$ cat src/shared/dst_pkg.sv
// Purpose: Shared constants for the converter strobe and test pin block
// Assumes: 40 MHz bus clock, crystal sampled as an ordinary pin input
// Notes: Rates are kept as frequencies; divider counts derive from them
package dst_pkg;
  // Register map
  localparam logic [7:0] DST_CTRL_OFS = 8'h00;
  localparam logic [7:0] DST_STAT_OFS = 8'h04;
  localparam int DST_CTRL_FILT = 0;
  localparam int DST_CTRL_X16 = 1;
  localparam logic [31:0] DST_CTRL_RST = 32'h0000_0003;
  localparam int DST_ST_SLIP = 0;
  localparam int DST_ST_TEST = 1;
  localparam int DST_ST_INTRAM = 2;
  // Widths
  localparam int DST_ADDR_W = 11;
  localparam int DST_SAMPLE_W = 16;
  localparam int DST_ECC_W = 6;
  localparam int DST_CNT_W = 11;
  // Pin synchroniser vector layout
  localparam int DST_PIN_XTAL = 0;
  localparam int DST_PIN_OSC = 1;
  localparam int DST_PIN_TEST = 2;
  localparam int DST_PIN_RAMT = 3;
  localparam int DST_PIN_MODE_SELECT_4 = 4;
  localparam int DST_PIN_WE = 5;
  localparam int DST_PIN_CS = 6;
  localparam int DST_PIN_ADDR = 7;
  localparam int DST_PIN_W = DST_PIN_ADDR + DST_ADDR_W;
  // Frequencies in Hz
  localparam int DST_HCLK_HZ = 40_000_000;
  localparam int DST_TICK_HZ = 8_467_200;
  localparam int DST_XDIV_HZ = 4_233_600;
  localparam int DST_BCK_ON_HZ = 4_233_600;
  localparam int DST_BCK_OFF_HZ = 2_116_800;
  localparam int DST_DW_ON_HZ = 352_800;
  localparam int DST_DW_OFF_HZ = 176_400;
  localparam int DST_WD_ON_HZ = 176_400;
  localparam int DST_WD_OFF_HZ = 88_200;
  localparam int DST_CH_ON_HZ = 88_200;
  localparam int DST_CH_OFF_HZ = 44_100;
  localparam int DST_FR_HZ = 7_350;
  localparam int DST_SLIP_FRAMES = 4;
  // Divider slots
  localparam int DST_NDIV = 6;
  localparam int DST_DV_XDIV = 0;
  localparam int DST_DV_BCK = 1;
  localparam int DST_DV_DW = 2;
  localparam int DST_DV_WD = 3;
  localparam int DST_DV_CH = 4;
  localparam int DST_DV_FR = 5;

  // Half period in 8.4672 MHz ticks for a divider slot
  function automatic logic [DST_CNT_W-1:0] dst_half(input int idx, input logic filt);
    int hz;
    hz = DST_FR_HZ;
    case (idx)
      DST_DV_XDIV: hz = DST_XDIV_HZ;
      DST_DV_BCK: hz = filt ? DST_BCK_ON_HZ : DST_BCK_OFF_HZ;
      DST_DV_DW: hz = filt ? DST_DW_ON_HZ : DST_DW_OFF_HZ;
      DST_DV_WD: hz = filt ? DST_WD_ON_HZ : DST_WD_OFF_HZ;
      DST_DV_CH: hz = filt ? DST_CH_ON_HZ : DST_CH_OFF_HZ;
      default: hz = DST_FR_HZ;
    endcase
    return DST_CNT_W'(DST_TICK_HZ / (2 * hz));
  endfunction
endpackage

$ cat src/hdl/dst_rate_div.sv
// Purpose: Tick-driven square wave divider with selectable half period
// Assumes: tick is a one-cycle pulse at the 8.4672 MHz base rate
// Notes: restart forces low phase so all dividers share one alignment
`timescale 1ns/100ps
`default_nettype none
module dst_rate_div
  import dst_pkg::*;
(
  input wire logic hclk,
  input wire logic hresetn,
  input wire logic ce,
  input wire logic tick,
  input wire logic restart,
  input wire logic [DST_CNT_W-1:0] half,
  output logic wave
);
  logic [DST_CNT_W-1:0] cnt_reg, cnt_next;
  logic wave_reg, wave_next;

  // Count ticks, toggle at each half period
  always_comb begin
    cnt_next = cnt_reg;
    wave_next = wave_reg;
    if (restart) begin
      cnt_next = '0;
      wave_next = 1'b0;
    end else if (tick) begin
      if (cnt_reg >= half - DST_CNT_W'(1)) begin
        cnt_next = '0;
        wave_next = ~wave_reg;
      end else begin
        cnt_next = cnt_reg + DST_CNT_W'(1);
      end
    end
  end

  // State registers
  always_ff @(posedge hclk or negedge hresetn) begin
    if (!hresetn) begin
      cnt_reg <= '0;
      wave_reg <= 1'b0;
    end else if (ce) begin
      cnt_reg <= cnt_next;
      wave_reg <= wave_next;
    end
  end

  assign wave = wave_reg;
endmodule // dst_rate_div
`default_nettype wire

$ cat src/hdl/dst_top.sv
// Purpose: Converter strobes, bit clocks, monitor pins and memory test pins
// Assumes: Pins arrive asynchronous and are synchronised; internal inputs share hclk
// Notes: Register bus is AHB-Lite, zero wait states, always OKAY
// Contract
// - Address pins high impedance normally; bidirectional when both test selects high.
// - Write strobe pin undriven normally; write-enable input during memory test.
// - Chip select pin undriven normally; chip-enable input during memory test.
// - Crystal divided output runs at 4.2336 MHz.
// - Right and left aperture flags mark the channel being presented.
// - Monitor outputs driven only while mode select 4 is low.
// - Word strobe 176.4 kHz filter on, 88.2 kHz off.
// - Channel strobe 88.2 kHz filter on, 44.1 kHz off.
// - Double word strobe 352.8 kHz filter on, 176.4 kHz off.
// - Converter bit clock 4.2336 MHz filter on, 2.1168 MHz off.
// - Crystal frame sync at 7.35 kHz from the crystal only.
// - Playback frame sync follows reproduced disc frame timing.
// - Playback bit clock is oscillator feedback divided by two.
// - Slip flag when buffer drifts beyond plus or minus four frames.
// - Raw frame sync and sync protection state appear on monitors.
// - Internal buffer memory used whenever memory test select is low.
// - Filter on sends audio through filter; off bypasses it.
`timescale 1ns/100ps
`default_nettype none
module dst_top
  import dst_pkg::*;
(
  input wire logic hclk,
  input wire logic hresetn,
  input wire logic ce,
  input wire logic hsel,
  input wire logic [31:0] haddr,
  input wire logic [1:0] htrans,
  input wire logic hwrite,
  input wire logic [2:0] hsize,
  input wire logic [31:0] hwdata,
  input wire logic hready,
  output logic [31:0] hrdata,
  output logic hreadyout,
  output logic hresp,
  input wire logic crystal_input,
  input wire logic osc_feedback_input,
  input wire logic test_select,
  input wire logic internal_ram_test_select,
  input wire logic mode_select_4,
  input wire logic [DST_ADDR_W-1:0] mem_addr_pins_in,
  output logic [DST_ADDR_W-1:0] mem_addr_pins_out,
  output logic mem_addr_pins_oe_n,
  input wire logic mem_write_strobe_pin_in,
  output logic mem_write_strobe_pin_out,
  output logic mem_write_strobe_pin_oe_n,
  input wire logic mem_chip_select_pin_in,
  output logic mem_chip_select_pin_out,
  output logic mem_chip_select_pin_oe_n,
  input wire logic [DST_ADDR_W-1:0] buf_addr,
  output logic [DST_ADDR_W-1:0] mem_test_addr,
  output logic mem_test_write,
  output logic mem_test_select,
  output logic use_internal_ram,
  input wire logic [DST_SAMPLE_W-1:0] audio_sample,
  input wire logic [DST_SAMPLE_W-1:0] filtered_sample,
  input wire logic [DST_ECC_W-1:0] ecc_flags_in,
  input wire logic playback_frame_in,
  input wire logic raw_frame_sync_in,
  input wire logic sync_protect_in,
  input wire logic buf_frame_written,
  input wire logic buf_frame_read,
  output logic xtal_div_clock_out,
  output logic word_strobe,
  output logic channel_strobe,
  output logic right_aperture_flag,
  output logic left_aperture_flag,
  output logic monitor_oe_n,
  output logic [DST_ECC_W-1:0] ecc_flags,
  output logic xtal_frame_sync,
  output logic playback_frame_sync,
  output logic playback_bit_clock,
  output logic raw_frame_sync,
  output logic sync_protect_state,
  output logic buffer_slip_flag,
  output logic double_word_strobe,
  output logic dac_bit_clock,
  output logic dac_bit_clock_n,
  output logic serial_data
);
  // Pin synchronisers: first stage feeds only the second
  logic [DST_PIN_W-1:0] pin_raw, pin_s1_reg, pin_s2_reg;
  assign pin_raw = {mem_addr_pins_in, mem_chip_select_pin_in, mem_write_strobe_pin_in,
                    mode_select_4, internal_ram_test_select, test_select,
                    osc_feedback_input, crystal_input};
  always_ff @(posedge hclk or negedge hresetn) begin
    if (!hresetn) begin
      pin_s1_reg <= '0;
      pin_s2_reg <= '0;
    end else if (ce) begin
      pin_s1_reg <= pin_raw;
      pin_s2_reg <= pin_s1_reg;
    end
  end

  logic test_s, ramt_s, mode_select_4_s, we_s, cs_s, mem_test_active;
  assign test_s = pin_s2_reg[DST_PIN_TEST];
  assign ramt_s = pin_s2_reg[DST_PIN_RAMT];
  assign mode_select_4_s = pin_s2_reg[DST_PIN_MODE_SELECT_4];
  assign we_s = pin_s2_reg[DST_PIN_WE];
  assign cs_s = pin_s2_reg[DST_PIN_CS];
  assign mem_test_active = test_s & ramt_s;

  // Bus slave state
  logic [31:0] ctrl_reg, ctrl_next;
  logic slip_sticky_reg, slip_sticky_next;
  logic wr_pend_reg, wr_pend_next;
  logic [7:0] wr_ofs_reg, wr_ofs_next;
  logic [31:0] rdata_reg, rdata_next;
  logic filt, x16, addr_phase, slip_evt;
  assign filt = ctrl_reg[DST_CTRL_FILT];
  assign x16 = ctrl_reg[DST_CTRL_X16];
  assign addr_phase = hsel & htrans[1] & hready;

  // Address phase capture, data phase write, read data prepared early
  always_comb begin
    ctrl_next = ctrl_reg;
    slip_sticky_next = slip_sticky_reg;
    wr_pend_next = addr_phase & hwrite;
    wr_ofs_next = addr_phase ? haddr[7:0] : wr_ofs_reg;
    rdata_next = rdata_reg;
    if (wr_pend_reg && wr_ofs_reg == DST_CTRL_OFS) begin
      ctrl_next = {30'h0000_0000, hwdata[DST_CTRL_X16], hwdata[DST_CTRL_FILT]};
    end
    if (wr_pend_reg && wr_ofs_reg == DST_STAT_OFS && hwdata[DST_ST_SLIP]) begin
      slip_sticky_next = 1'b0;
    end
    if (slip_evt) begin
      slip_sticky_next = 1'b1;
    end
    if (addr_phase && !hwrite) begin
      case (haddr[7:0])
        DST_CTRL_OFS: rdata_next = ctrl_reg;
        DST_STAT_OFS: rdata_next = {29'h0000_0000, ~ramt_s, mem_test_active,
                                    slip_sticky_reg};
        default: rdata_next = 32'h0000_0000;
      endcase
    end
  end

  always_ff @(posedge hclk or negedge hresetn) begin
    if (!hresetn) begin
      ctrl_reg <= DST_CTRL_RST;
      slip_sticky_reg <= 1'b0;
      wr_pend_reg <= 1'b0;
      wr_ofs_reg <= 8'h00;
      rdata_reg <= 32'h0000_0000;
    end else if (ce) begin
      ctrl_reg <= ctrl_next;
      slip_sticky_reg <= slip_sticky_next;
      wr_pend_reg <= wr_pend_next;
      wr_ofs_reg <= wr_ofs_next;
      rdata_reg <= rdata_next;
    end
  end

  assign hrdata = rdata_reg;
  assign hreadyout = 1'b1;
  assign hresp = 1'b0;

  // Base tick at 8.4672 MHz from crystal edges, halved for the 16M crystal
  logic xtal_prev_reg, xtal_prev_next, pre_reg, pre_next, tick, restart;
  logic filt_prev_reg, filt_prev_next;
  logic osc_prev_reg, osc_prev_next, playback_bit_clock_reg, playback_bit_clock_next;
  always_comb begin
    xtal_prev_next = pin_s2_reg[DST_PIN_XTAL];
    osc_prev_next = pin_s2_reg[DST_PIN_OSC];
    filt_prev_next = filt;
    pre_next = pre_reg;
    tick = 1'b0;
    if (pin_s2_reg[DST_PIN_XTAL] && !xtal_prev_reg) begin
      pre_next = x16 ? ~pre_reg : 1'b0;
      tick = ~x16 | pre_reg;
    end
    playback_bit_clock_next = playback_bit_clock_reg;
    if (pin_s2_reg[DST_PIN_OSC] && !osc_prev_reg) begin
      playback_bit_clock_next = ~playback_bit_clock_reg;
    end
  end
  assign restart = filt != filt_prev_reg;

  always_ff @(posedge hclk or negedge hresetn) begin
    if (!hresetn) begin
      xtal_prev_reg <= 1'b0;
      osc_prev_reg <= 1'b0;
      filt_prev_reg <= 1'b0;
      pre_reg <= 1'b0;
      playback_bit_clock_reg <= 1'b0;
    end else if (ce) begin
      xtal_prev_reg <= xtal_prev_next;
      osc_prev_reg <= osc_prev_next;
      filt_prev_reg <= filt_prev_next;
      pre_reg <= pre_next;
      playback_bit_clock_reg <= playback_bit_clock_next;
    end
  end

  // All rate outputs divide one common tick; restart realigns them
  logic [DST_NDIV-1:0] wave;
  genvar gi;
  generate
    for (gi = 0; gi < DST_NDIV; gi++) begin : g_div
      dst_rate_div u_div (
        .hclk(hclk),
        .hresetn(hresetn),
        .ce(ce),
        .tick(tick),
        .restart(restart),
        .half(dst_half(gi, filt)),
        .wave(wave[gi])
      );
    end
  endgenerate

  // Buffer drift tracking in frames
  logic signed [3:0] drift_reg, drift_next;
  logic slip_lvl_reg, slip_lvl_next;
  always_comb begin
    drift_next = drift_reg + 4'(buf_frame_written) - 4'(buf_frame_read);
    // Both sides signed so a negative drift is not read as a large count
    slip_evt = (drift_next > $signed(4'(DST_SLIP_FRAMES))) ||
               (drift_next < -$signed(4'(DST_SLIP_FRAMES)));
    slip_lvl_next = slip_lvl_reg;
    if (buf_frame_read) begin
      slip_lvl_next = 1'b0;
    end
    if (slip_evt) begin
      drift_next = 4'h0;
      slip_lvl_next = 1'b1;
    end
  end

  // Serial audio: load on each channel strobe edge, shift on bit clock fall
  logic [DST_SAMPLE_W-1:0] shift_reg, shift_next;
  logic ch_prev_reg, bck_prev_reg;
  always_comb begin
    shift_next = shift_reg;
    if (wave[DST_DV_CH] != ch_prev_reg) begin
      shift_next = filt ? filtered_sample : audio_sample;
    end else if (!wave[DST_DV_BCK] && bck_prev_reg) begin
      shift_next = {shift_reg[DST_SAMPLE_W-2:0], 1'b0};
    end
  end

  always_ff @(posedge hclk or negedge hresetn) begin
    if (!hresetn) begin
      drift_reg <= 4'h0;
      slip_lvl_reg <= 1'b0;
      shift_reg <= '0;
      ch_prev_reg <= 1'b0;
      bck_prev_reg <= 1'b0;
    end else if (ce) begin
      drift_reg <= drift_next;
      slip_lvl_reg <= slip_lvl_next;
      shift_reg <= shift_next;
      ch_prev_reg <= wave[DST_DV_CH];
      bck_prev_reg <= wave[DST_DV_BCK];
    end
  end

  // Monitor group, forced low and released while mode select 4 is high
  localparam int MON_W = DST_ECC_W + 10;
  logic [MON_W-1:0] mon_reg, mon_next;
  always_comb begin
    mon_next = {ecc_flags_in, wave[DST_DV_FR], playback_frame_in, playback_bit_clock_reg,
                raw_frame_sync_in, sync_protect_in, slip_lvl_reg, wave[DST_DV_DW],
                wave[DST_DV_BCK], ~wave[DST_DV_BCK], shift_reg[DST_SAMPLE_W-1]};
    if (mode_select_4_s) begin
      mon_next = '0;
    end
  end
  always_ff @(posedge hclk or negedge hresetn) begin
    if (!hresetn) begin
      mon_reg <= '0;
    end else if (ce) begin
      mon_reg <= mon_next;
    end
  end
  assign monitor_oe_n = mode_select_4_s;
  assign {ecc_flags, xtal_frame_sync, playback_frame_sync, playback_bit_clock,
          raw_frame_sync, sync_protect_state, buffer_slip_flag, double_word_strobe,
          dac_bit_clock, dac_bit_clock_n, serial_data} = mon_reg;

  assign xtal_div_clock_out = wave[DST_DV_XDIV];
  assign word_strobe = wave[DST_DV_WD];
  assign channel_strobe = wave[DST_DV_CH];
  assign left_aperture_flag = wave[DST_DV_CH];
  assign right_aperture_flag = ~wave[DST_DV_CH];

  // Memory test pins: pins drive the buffer address unless chip select takes them
  logic [DST_ADDR_W-1:0] taddr_reg, taddr_next;
  always_comb begin
    taddr_next = taddr_reg;
    if (mem_test_active && cs_s) begin
      taddr_next = pin_s2_reg[DST_PIN_W-1:DST_PIN_ADDR];
    end
  end
  always_ff @(posedge hclk or negedge hresetn) begin
    if (!hresetn) begin
      taddr_reg <= '0;
    end else if (ce) begin
      taddr_reg <= taddr_next;
    end
  end
  assign mem_addr_pins_oe_n = ~(mem_test_active & ~cs_s);
  assign mem_addr_pins_out = buf_addr;
  assign mem_write_strobe_pin_out = 1'b0;
  assign mem_write_strobe_pin_oe_n = 1'b1;
  assign mem_chip_select_pin_out = 1'b0;
  assign mem_chip_select_pin_oe_n = 1'b1;
  assign mem_test_addr = taddr_reg;
  assign mem_test_select = mem_test_active & cs_s;
  assign mem_test_write = mem_test_active & cs_s & we_s;
  assign use_internal_ram = ~ramt_s;

  // Checks
  AST_ADDR_HIZ: assert property (@(posedge hclk) disable iff (!hresetn)
    !mem_test_active |-> mem_addr_pins_oe_n) else $error("Address pins driven outside test");
  AST_WE_IN: assert property (@(posedge hclk) disable iff (!hresetn)
    mem_test_write |-> mem_test_active && we_s && mem_write_strobe_pin_oe_n)
    else $error("Write strobe misused");
  AST_CS_IN: assert property (@(posedge hclk) disable iff (!hresetn)
    mem_chip_select_pin_oe_n && (mem_test_select == (mem_test_active && cs_s)))
    else $error("Chip select misused");
  AST_XDIV_TOGGLE: assert property (@(posedge hclk) disable iff (!hresetn)
    ce && tick && !restart |=> xtal_div_clock_out != $past(xtal_div_clock_out))
    else $error("Crystal divider missed a tick");
  AST_APERTURE: assert property (@(posedge hclk) disable iff (!hresetn)
    right_aperture_flag != left_aperture_flag) else $error("Aperture flags overlap");
  AST_MON_GATE: assert property (@(posedge hclk) disable iff (!hresetn)
    ce && mode_select_4_s |-> monitor_oe_n ##1 mon_reg == '0)
    else $error("Monitor driven with select high");
  AST_BCK_ON: assert property (@(posedge hclk) disable iff (!hresetn)
    ce && filt && tick && !restart |=> wave[DST_DV_BCK] != $past(wave[DST_DV_BCK]))
    else $error("Bit clock not at full rate");
  AST_PLAYBACK_BIT_CLOCK: assert property (@(posedge hclk) disable iff (!hresetn)
    ce && pin_s2_reg[DST_PIN_OSC] && !osc_prev_reg |=> playback_bit_clock_reg != $past(playback_bit_clock_reg))
    else $error("Playback clock missed an edge");
  AST_SLIP: assert property (@(posedge hclk) disable iff (!hresetn)
    ce && slip_evt |=> slip_lvl_reg && slip_sticky_reg) else $error("Slip not flagged");
  AST_INTRAM: assert property (@(posedge hclk) disable iff (!hresetn)
    !ramt_s |-> use_internal_ram && !mem_test_select) else $error("Internal memory not selected");
endmodule // dst_top
`default_nettype wire

$ cat config.mk
export PLATFORM = sky130hd
export DESIGN_NAME = dst_top
export DESIGN_NICKNAME = d
export VERILOG_FILES = /design/src/shared/dst_pkg.sv /design/src/hdl/dst_rate_div.sv /design/src/hdl/dst_top.sv
export SDC_FILE = /design/constraint.sdc
export NUM_CORES = 1
export LEC_CHECK = 0
export BUFFER_PORTS_ARGS = -buffer_cell sky130_fd_sc_hd__buf_2
export CORE_ASPECT_RATIO = 2
export CORE_MARGIN = 1
export CORE_UTILIZATION = 38
export CTS_BUF_LIST = sky130_fd_sc_hd__clkbuf_8
export DETAILED_ROUTE_END_ITERATION = 8
export GPL_ROUTABILITY_DRIVEN = 0
export SLEW_MARGIN = 20
export SYNTH_ARGS = -nofsm -noshare
export SYNTH_HDL_FRONTEND = slang
export SYNTH_HIERARCHICAL = 1
export SYNTH_SLANG_ARGS = --single-unit
$ cat constraint.sdc
create_clock -name hclk -period 8.2 [get_ports hclk]
set_input_delay 0 -clock hclk [delete_from_list [all_inputs] [get_ports hclk]]
set_output_delay 0 -clock hclk [all_outputs]
set_load 0.03 [all_outputs]
==> key figures, run 1 <==
Clocking
  • Clk buf depth: 2
  • Clock sinks: roughly 180
  • Worst-Skew Late Latency: between 0.4 and 0.5 ns
  • Root Buffer: clkbuf_8
  • H-tree depth: 4
  • TritonCTS clock tree: done
  • Worst-path clk slew: roughly 0.090 ns
  • Post-CTS sizing: 0
  • CTS Buf Count: 17

GRT
  • Initial antenna violation count: 0
  • Largest net degree at the start of global routing: 70
  • First-pass GRT wire length: 39910 um
  • Vias in the first global route: 8604
  • GRT overflow: 0
  • GRT Total Usage: between 10% and 20%

Floorplanning
  • Core Footprint: between 20000 and 30000 um^2
  • Num ports: approximately 230
  • Initial Util: between 30% and 40%
  • Die area: 30160 um^2
  • Die X-Extent: between 100 and 150 um
  • Die Span Y: 244.6 um
  • # rows: between 80 and 90

Logic synthesis
  • Share of the synthesized area in the top cell type: 39.38%
  • Primary FF master, synth: dfrtp_1
  • Number of synthesized flops with an enable pin: 0
  • Largest cells by area after synthesis: dfrtp_1 39%, ha_1 9.2%, mux2_2 6.0%
  • Synth cell types: 55
  • Gate Count Post-Synth: 1131
  • Largest area contributor in the synthesized netlist: dfrtp_1
  • Synth Area per Inst: slightly below 10 um^2
  • #FFs+latches synth: 178
  • Yosys warns: 6
  • Seq/Total Area, Yosys: roughly 40%
  • Post-synthesis async set-or-reset flop share: 100.0%
  • Mapped Area: between 10000 and 15000 um^2

Worst setup path
  • CP Capture Type: register
  • Critical path fanouts, max: 32
  • Crit path from: ctrl_reg[0]$_DFFE_PN1P_
  • Worst reg2reg path startpoint: ctrl_reg[0]$_DFFE_PN1P_
  • Slowest CP cell: dfstp_2
  • Required @ worst endpoint: about 8.6 ns
  • CP startpoint kind: register
  • Most used cell, CP: ha_1
  • Max incr delay on CP: 0.54 ns
  • Critical Path, Cell by Cell: buf_4 -> inv_1 -> ha_1 -> nand3_1 -> nor3_1 -> xnor2_1 -> ha_1 -> a211oi_2 -> o21ai_2 -> a31oi_4 -> a21oi_4 -> mux2_4
  • WS Path Type: reg2reg
  • Worst EP arrival: 3.55 ns

Cells and area
  • Antenna cells: 0
  • Multi-input logic area: ~6900 um^2
  • Layout Utilization: between 40% and 50%
  • Fill count: about 2800
  • Ratio of cells with drive above 1 in the final layout: roughly 19%
  • Final #Nets: around 1700
  • Max reg flops: 66
  • Reg area: roughly 4500 um^2
  • Area growth syn-to-layout: 22.50%

Worst hold path
  • Worst hold path type: in2out
  • Min-delay src: buf_addr[5]

Timing
  • Fmax: 0.3131 GHz
  • Setup TNS: 0 ns
  • Tightest Pin Transition: 0.8913 ns
  • Clock skew: 0.01378 ns
  • Fin. max-slew vios: 0
  • Setup repair after global routing missed its margin: false
  • Min Clock Period, post-route: 3.193 ns
  • Worst relative slew slack: roughly two fifths
  • Final Setup Violations: 0
  • Final hold vios: 0
  • Final period util: between 30% and 40%

Routing
  • Drt wl/cell: between 10 and 15 um
  • Post-DR vias/cell: 4.741
  • Final WL: about 25000 um
  • Vias post-DR: roughly 8700
  • Routed Antenna Nets: 0
  • Remaining DRCs: 0
  • First-pass DRT Iterations: 4
  • Initial DRC Count: around 290

Power and ir drop
  • P per Cell Area: approximately 230 nW/um^2
  • Worst vdd ir: around 0.13 mV
  • P_leak: ~6.4 nW

Placement
  • Detailed placement HPWL: between 15000 and 20000 um
  • Port Buffers: approximately 120

Status
  • Run status: complete, no violations

Run
  • Max-Cap Viols: 0
[cells in the mapped netlist (all sizes together) (19+ instances only)]
library cell,n
nand2,113
dfrtp,176
ha,82
mux2,68
inv,59
nand4,25
nor2,131
xor2,40
o21ai,86
nor3,19
buf,51
xnor2,62
a21oi,41
[final timing paths]
path	slack (ns)	end	cells past startpoint
worst min-delay path	0.00001	mem_addr_pins_out[5]	0
worst max register to register	5.01	g_div[1].u_div/wave$_DFFE_PN0P_	12
max in group asynchronous	6.18	g_div[2].u_div/cnt_reg[9]$_DFFE_PN0P_	4
worst min register to register	0.48	playback_bit_clock_reg$_DFFE_PN0P_	1
worst max-delay path	5.01	g_div[1].u_div/wave$_DFFE_PN0P_	12
min in group asynchronous	0.09	hrdata[2]$_DFFE_PN0P_	2
[cells in the final DEF, fill, tap and decap left out, types with 25 or more instances in the layout]
cell type,count
xor2_1,39
dlygate4sd3_1,63
conb_1,203
nand2_1,113
nor2_1,131
mux2_2,60
o21ai_0,49
buf_2,115
ha_1,82
dfrtp_1,176
xnor2_1,61
nand4_1,25
a21oi_1,35
inv_1,58
[critical path: cells and delay by family (launching register included)]
kind | cells | cell delay (ns)
and+or+nand+nor | 2 | 0.23
muxes | 1 | 0.31
adders and majority gates | 2 | 0.53
buffers and inverters | 2 | 0.65
AOI/OAI and AO/OA | 4 | 0.68
DFF | 1 | 0.54
xor gates and xnor gates | 1 | 0.14
[kinds of logic (layout without fill, tap and decap cells)]
kind of cell               after synthesis  after routing  share of synthesized area (%)
other                                    2            203                        0.06715
and+or+nand+nor                        381            381                          17.01
AOI/OAI and AO/OA                      174            174                          11.24
buffers and inverters                  126            278                          5.807
xor gates and xnor gates               103            103                          8.190
muxes                                   84             84                          8.481
DFF                                    178            178                          39.85
adders and majority gates               83             83                          9.353
[timing repair]
| action | 4_1_cts | 5_1_grt |
|---|---|---|
| setup buffers | 0 | 0 |
| hold buffers | 63 | 0 |
| hold endpoints to repair | 117 | 0 |
[where the power goes]
part / switching [mW] / internal [mW] / leakage (nW)
Clock: 0.327 / 0.326 / 0.215
Sequential: 0.170 / 1.07 / 2.26
Combinational: 0.720 / 0.482 / 3.95
[cell type report]
type / instances / share of cell area [%]
clock inverter: 12 / 1.133
clock buffer: 20 / 2.009
multi-input combinational: 1028 / 50.10
sequential: 178 / 32.53
tap: 360 / 3.288
inverter: 59 / 1.617
timing repair buffer: 187 / 9.325
[layer usage]
| layer | wire length [um] | GRT usage [%] | vias up |
|---|---|---|---|
| li1 | - | - | 4365 |
| met1 | 9382 | 17.14 | 4171 |
| met2 | 13850 | 33.32 | 158 |
| met3 | 666 | 2.114 | 48 |
| met4 | 772 | 7.264 | 0 |
| met5 | 0 | 0 | - |
[metrics by stage]
stage	hold WS, ns	setup WS (ns)	cell area [um^2]	total power, mW	cells
6_report	0.00001160	5.007	13700	3.099	1844
2_1_floorplan	-0.2956	4.851	11940	2.129	1332
3_5_place_dp	0.0003539	5.000	12630	2.437	1749
5_1_grt	0.00005551	4.815	13700	3.323	1844
4_1_cts	0.0003539	4.964	13690	3.129	1844
3_3_place_gp	0.0003539	5.061	12630	2.401	1749
Power figures use the tool's default switching activity.
==> inputs of run 2 (changes only) <==
- clock period: 8.2 -> 2.7 ns (I/O delays scaled with it)
==> run 2 against run 1 <==
Clock skew up 0.0010 ns. Sequential power rose to 3.0 times the previous value. Cell area up 3.1%. Clock-buffer cell count down 2. Die area unchanged. Register-to-register slack worse by 4.9 ns. Clock power rose to 2.9 times the previous value. Global-route usage up 0.87 points. Flip-flop and latch count unchanged. Fmax up 22%. Core utilization up 1.4 points. First-iteration DRC count down 12%. Largest cell class unchanged. Highest routed layer unchanged.
==> key figures, run 2 (synthesis gave the netlist of run 1 again) <==
Status
  • Run status: complete, no violations

Placement
  • Port Buffers: 117
  • Placed insts: between 1500 and 2000
  • Setup slack at placement: around 0.027 ns
  • Detailed placement HPWL: ~19000 um

Cells and area
  • Ratio of cells with drive above 1 in the final layout: about a fifth
  • Commonest non-fill, non-tap cell in the layout: conb_1
  • Final #Nets: approximately 1700
  • Fill count: between 2000 and 3000
  • Area growth syn-to-layout: 26.24%
  • Max reg flops: 66
  • Commonest non-fill, non-tap cells in the layout: 203 x conb_1, 176 x dfrtp_1, 131 x nor2_1
  • Final Non-Filler Cells: around 1900

Power and ir drop
  • Pwr Total: 9.500 mW
  • P per Cell Area: ~670 nW/um^2
  • Worst vdd ir: 0.4525 mV
  • P_leak: ~6.6 nW

Routing
  • Routed Antenna Nets: 0
  • Vias post-DR: between 8000 and 9000
  • Post-DR vias/cell: 4.756
  • First-pass DRT Iterations: 5
  • Drt wl/cell: approximately 13 um
  • Remaining DRCs: 0
  • Initial DRC Count: roughly 260
  • Final WL: approximately 25000 um

GRT
  • Largest net degree at the start of global routing: ~70
  • GRT overflow: 0
  • First-pass GRT wire length: 42030 um
  • GRT Total Usage: about 18%
  • Vias in the first global route: 9113
  • M1 GR Usage: between 10% and 20%
  • Top Usage Layer GRT: met2
  • Initial antenna violation count: 0
  • Global routing usage on met3: 2.393%
  • Met2 usage: 34.49%

Timing
  • Fin. max-slew vios: 0
  • Clock skew: ~0.015 ns
  • Worst relative slew slack: a little over a third
  • Final period util: between 90% and 100%
  • Tightest Pin Transition: roughly 0.96 ns
  • Fmax: 0.3818 GHz
  • Final hold vios: 0
  • Worst hold slack: between 0.00001 and 0.000015 ns
  • Min Clock Period, post-route: about 2.6 ns
  • Final Setup Violations: 0
  • Setup repair after global routing missed its margin: true
  • Worst Slack Setup Final: 0.08107 ns

Clocking
  • Root Buffer: clkbuf_8
  • H-tree depth: 4
  • TritonCTS clock tree: done
  • Worst-Skew Late Latency: roughly 0.5 ns
  • Clock sinks: 178
  • CTS Buf Count: 17
  • Worst-path clk slew: 0.10 ns
  • Clk buf depth: 2

Worst setup path
  • CP startpoint kind: register
  • Worst EP arrival: between 3 and 4 ns
  • WS Path Type: reg2reg
  • CP Capture Type: register
  • Required @ worst endpoint: 3.09 ns
  • Critical path fanouts, max: 4

Run
  • Max-Cap Viols: 0

Floorplanning
  • # rows: 88
  • Num ports: approximately 230
  • Core Footprint: around 29000 um^2
  • Initial Util: roughly two fifths
  • Die X-Extent: approximately 120 um
  • Die Span Y: 244.6 um
  • Die area: roughly 30000 um^2

Worst hold path
  • Worst hold path type: in2out
## run 2: layout make-up
type                            count  area [um^2]  share of cell area, %
Multi-Input combinational cell   1028         6952                  49.24
Sequential cell                   178         4457                  31.57
Timing Repair Buffer              222         1620                  11.48
Tap cell                          360        450.4                  3.191
Clock buffer                       18        247.7                  1.755
Inverter                           59        225.2                  1.595
Clock inverter                     14        160.2                  1.134
Antenna cell                        2        5.005                0.03545
## run 2: repair_timing
item | 4_1_cts | 5_1_grt
hold buffers | 77 | 0
buffers inserted | 1 | 0
pin swaps | 0 | 5
resized for setup | 0 | 11
endpoints found under the hold margin | 239 | 0
endpoints found under the setup margin | 1 | 12
## run 2: metal layers
metal  wire, um  vias to the layer above
li1           -                     4437
met1       9178                     4291
met2      14620                      164
met3        577                       54
met4        941                        0
met5          0                        -
## run 2: stage by stage
step	setup TNS, ns	utilization (%)	instance area [um^2]
final	0	48.94	14120
after global routing	-0.2623	48.92	14110
after CTS	0	48.71	14050
after detailed placement	0	44.56	12850
after global placement	0	44.56	12850
after floorplan	-0.2204	-	11990
## run 2: power breakdown
part | leakage [nW] | internal, mW | switching, mW
Sequential | 2.26 | 3.26 | 0.518
Clock | 0.205 | 0.801 | 1.11
Combinational | 4.15 | 1.60 | 2.21
## run 2: worst paths after layout
check	startpoint	to	slack (ns)	cells after the start
max reg2reg	ctrl_reg[0]$_DFFE_PN1P_	g_div[1].u_div/wave$_DFFE_PN0P_	0.08	12
max in group asynchronous	hresetn	ctrl_reg[0]$_DFFE_PN1P_	1.45	4
min reg2reg	playback_bit_clock_reg$_DFFE_PN0P_	playback_bit_clock_reg$_DFFE_PN0P_	0.48	1
min in group asynchronous	hresetn	mon_reg[11]$_DFFE_PN0P_	0.51	3
min	buf_addr[10]	mem_addr_pins_out[10]	0.00001	0
max	ctrl_reg[0]$_DFFE_PN1P_	g_div[1].u_div/wave$_DFFE_PN0P_	0.08	12
## run 2: critical path, stage by stage, from the launching register on
cell and delay, ns:
dfstp_2 0.59, clkinvlp_4 0.13, inv_2 0.08, ha_4 0.16, nand3_4 0.09, nor3_4 0.12
xnor2_1 0.10, ha_1 0.33, a211oi_2 0.22, o21ai_2 0.12, a31oi_4 0.21, a21oi_4 0.09
mux2_4 0.30
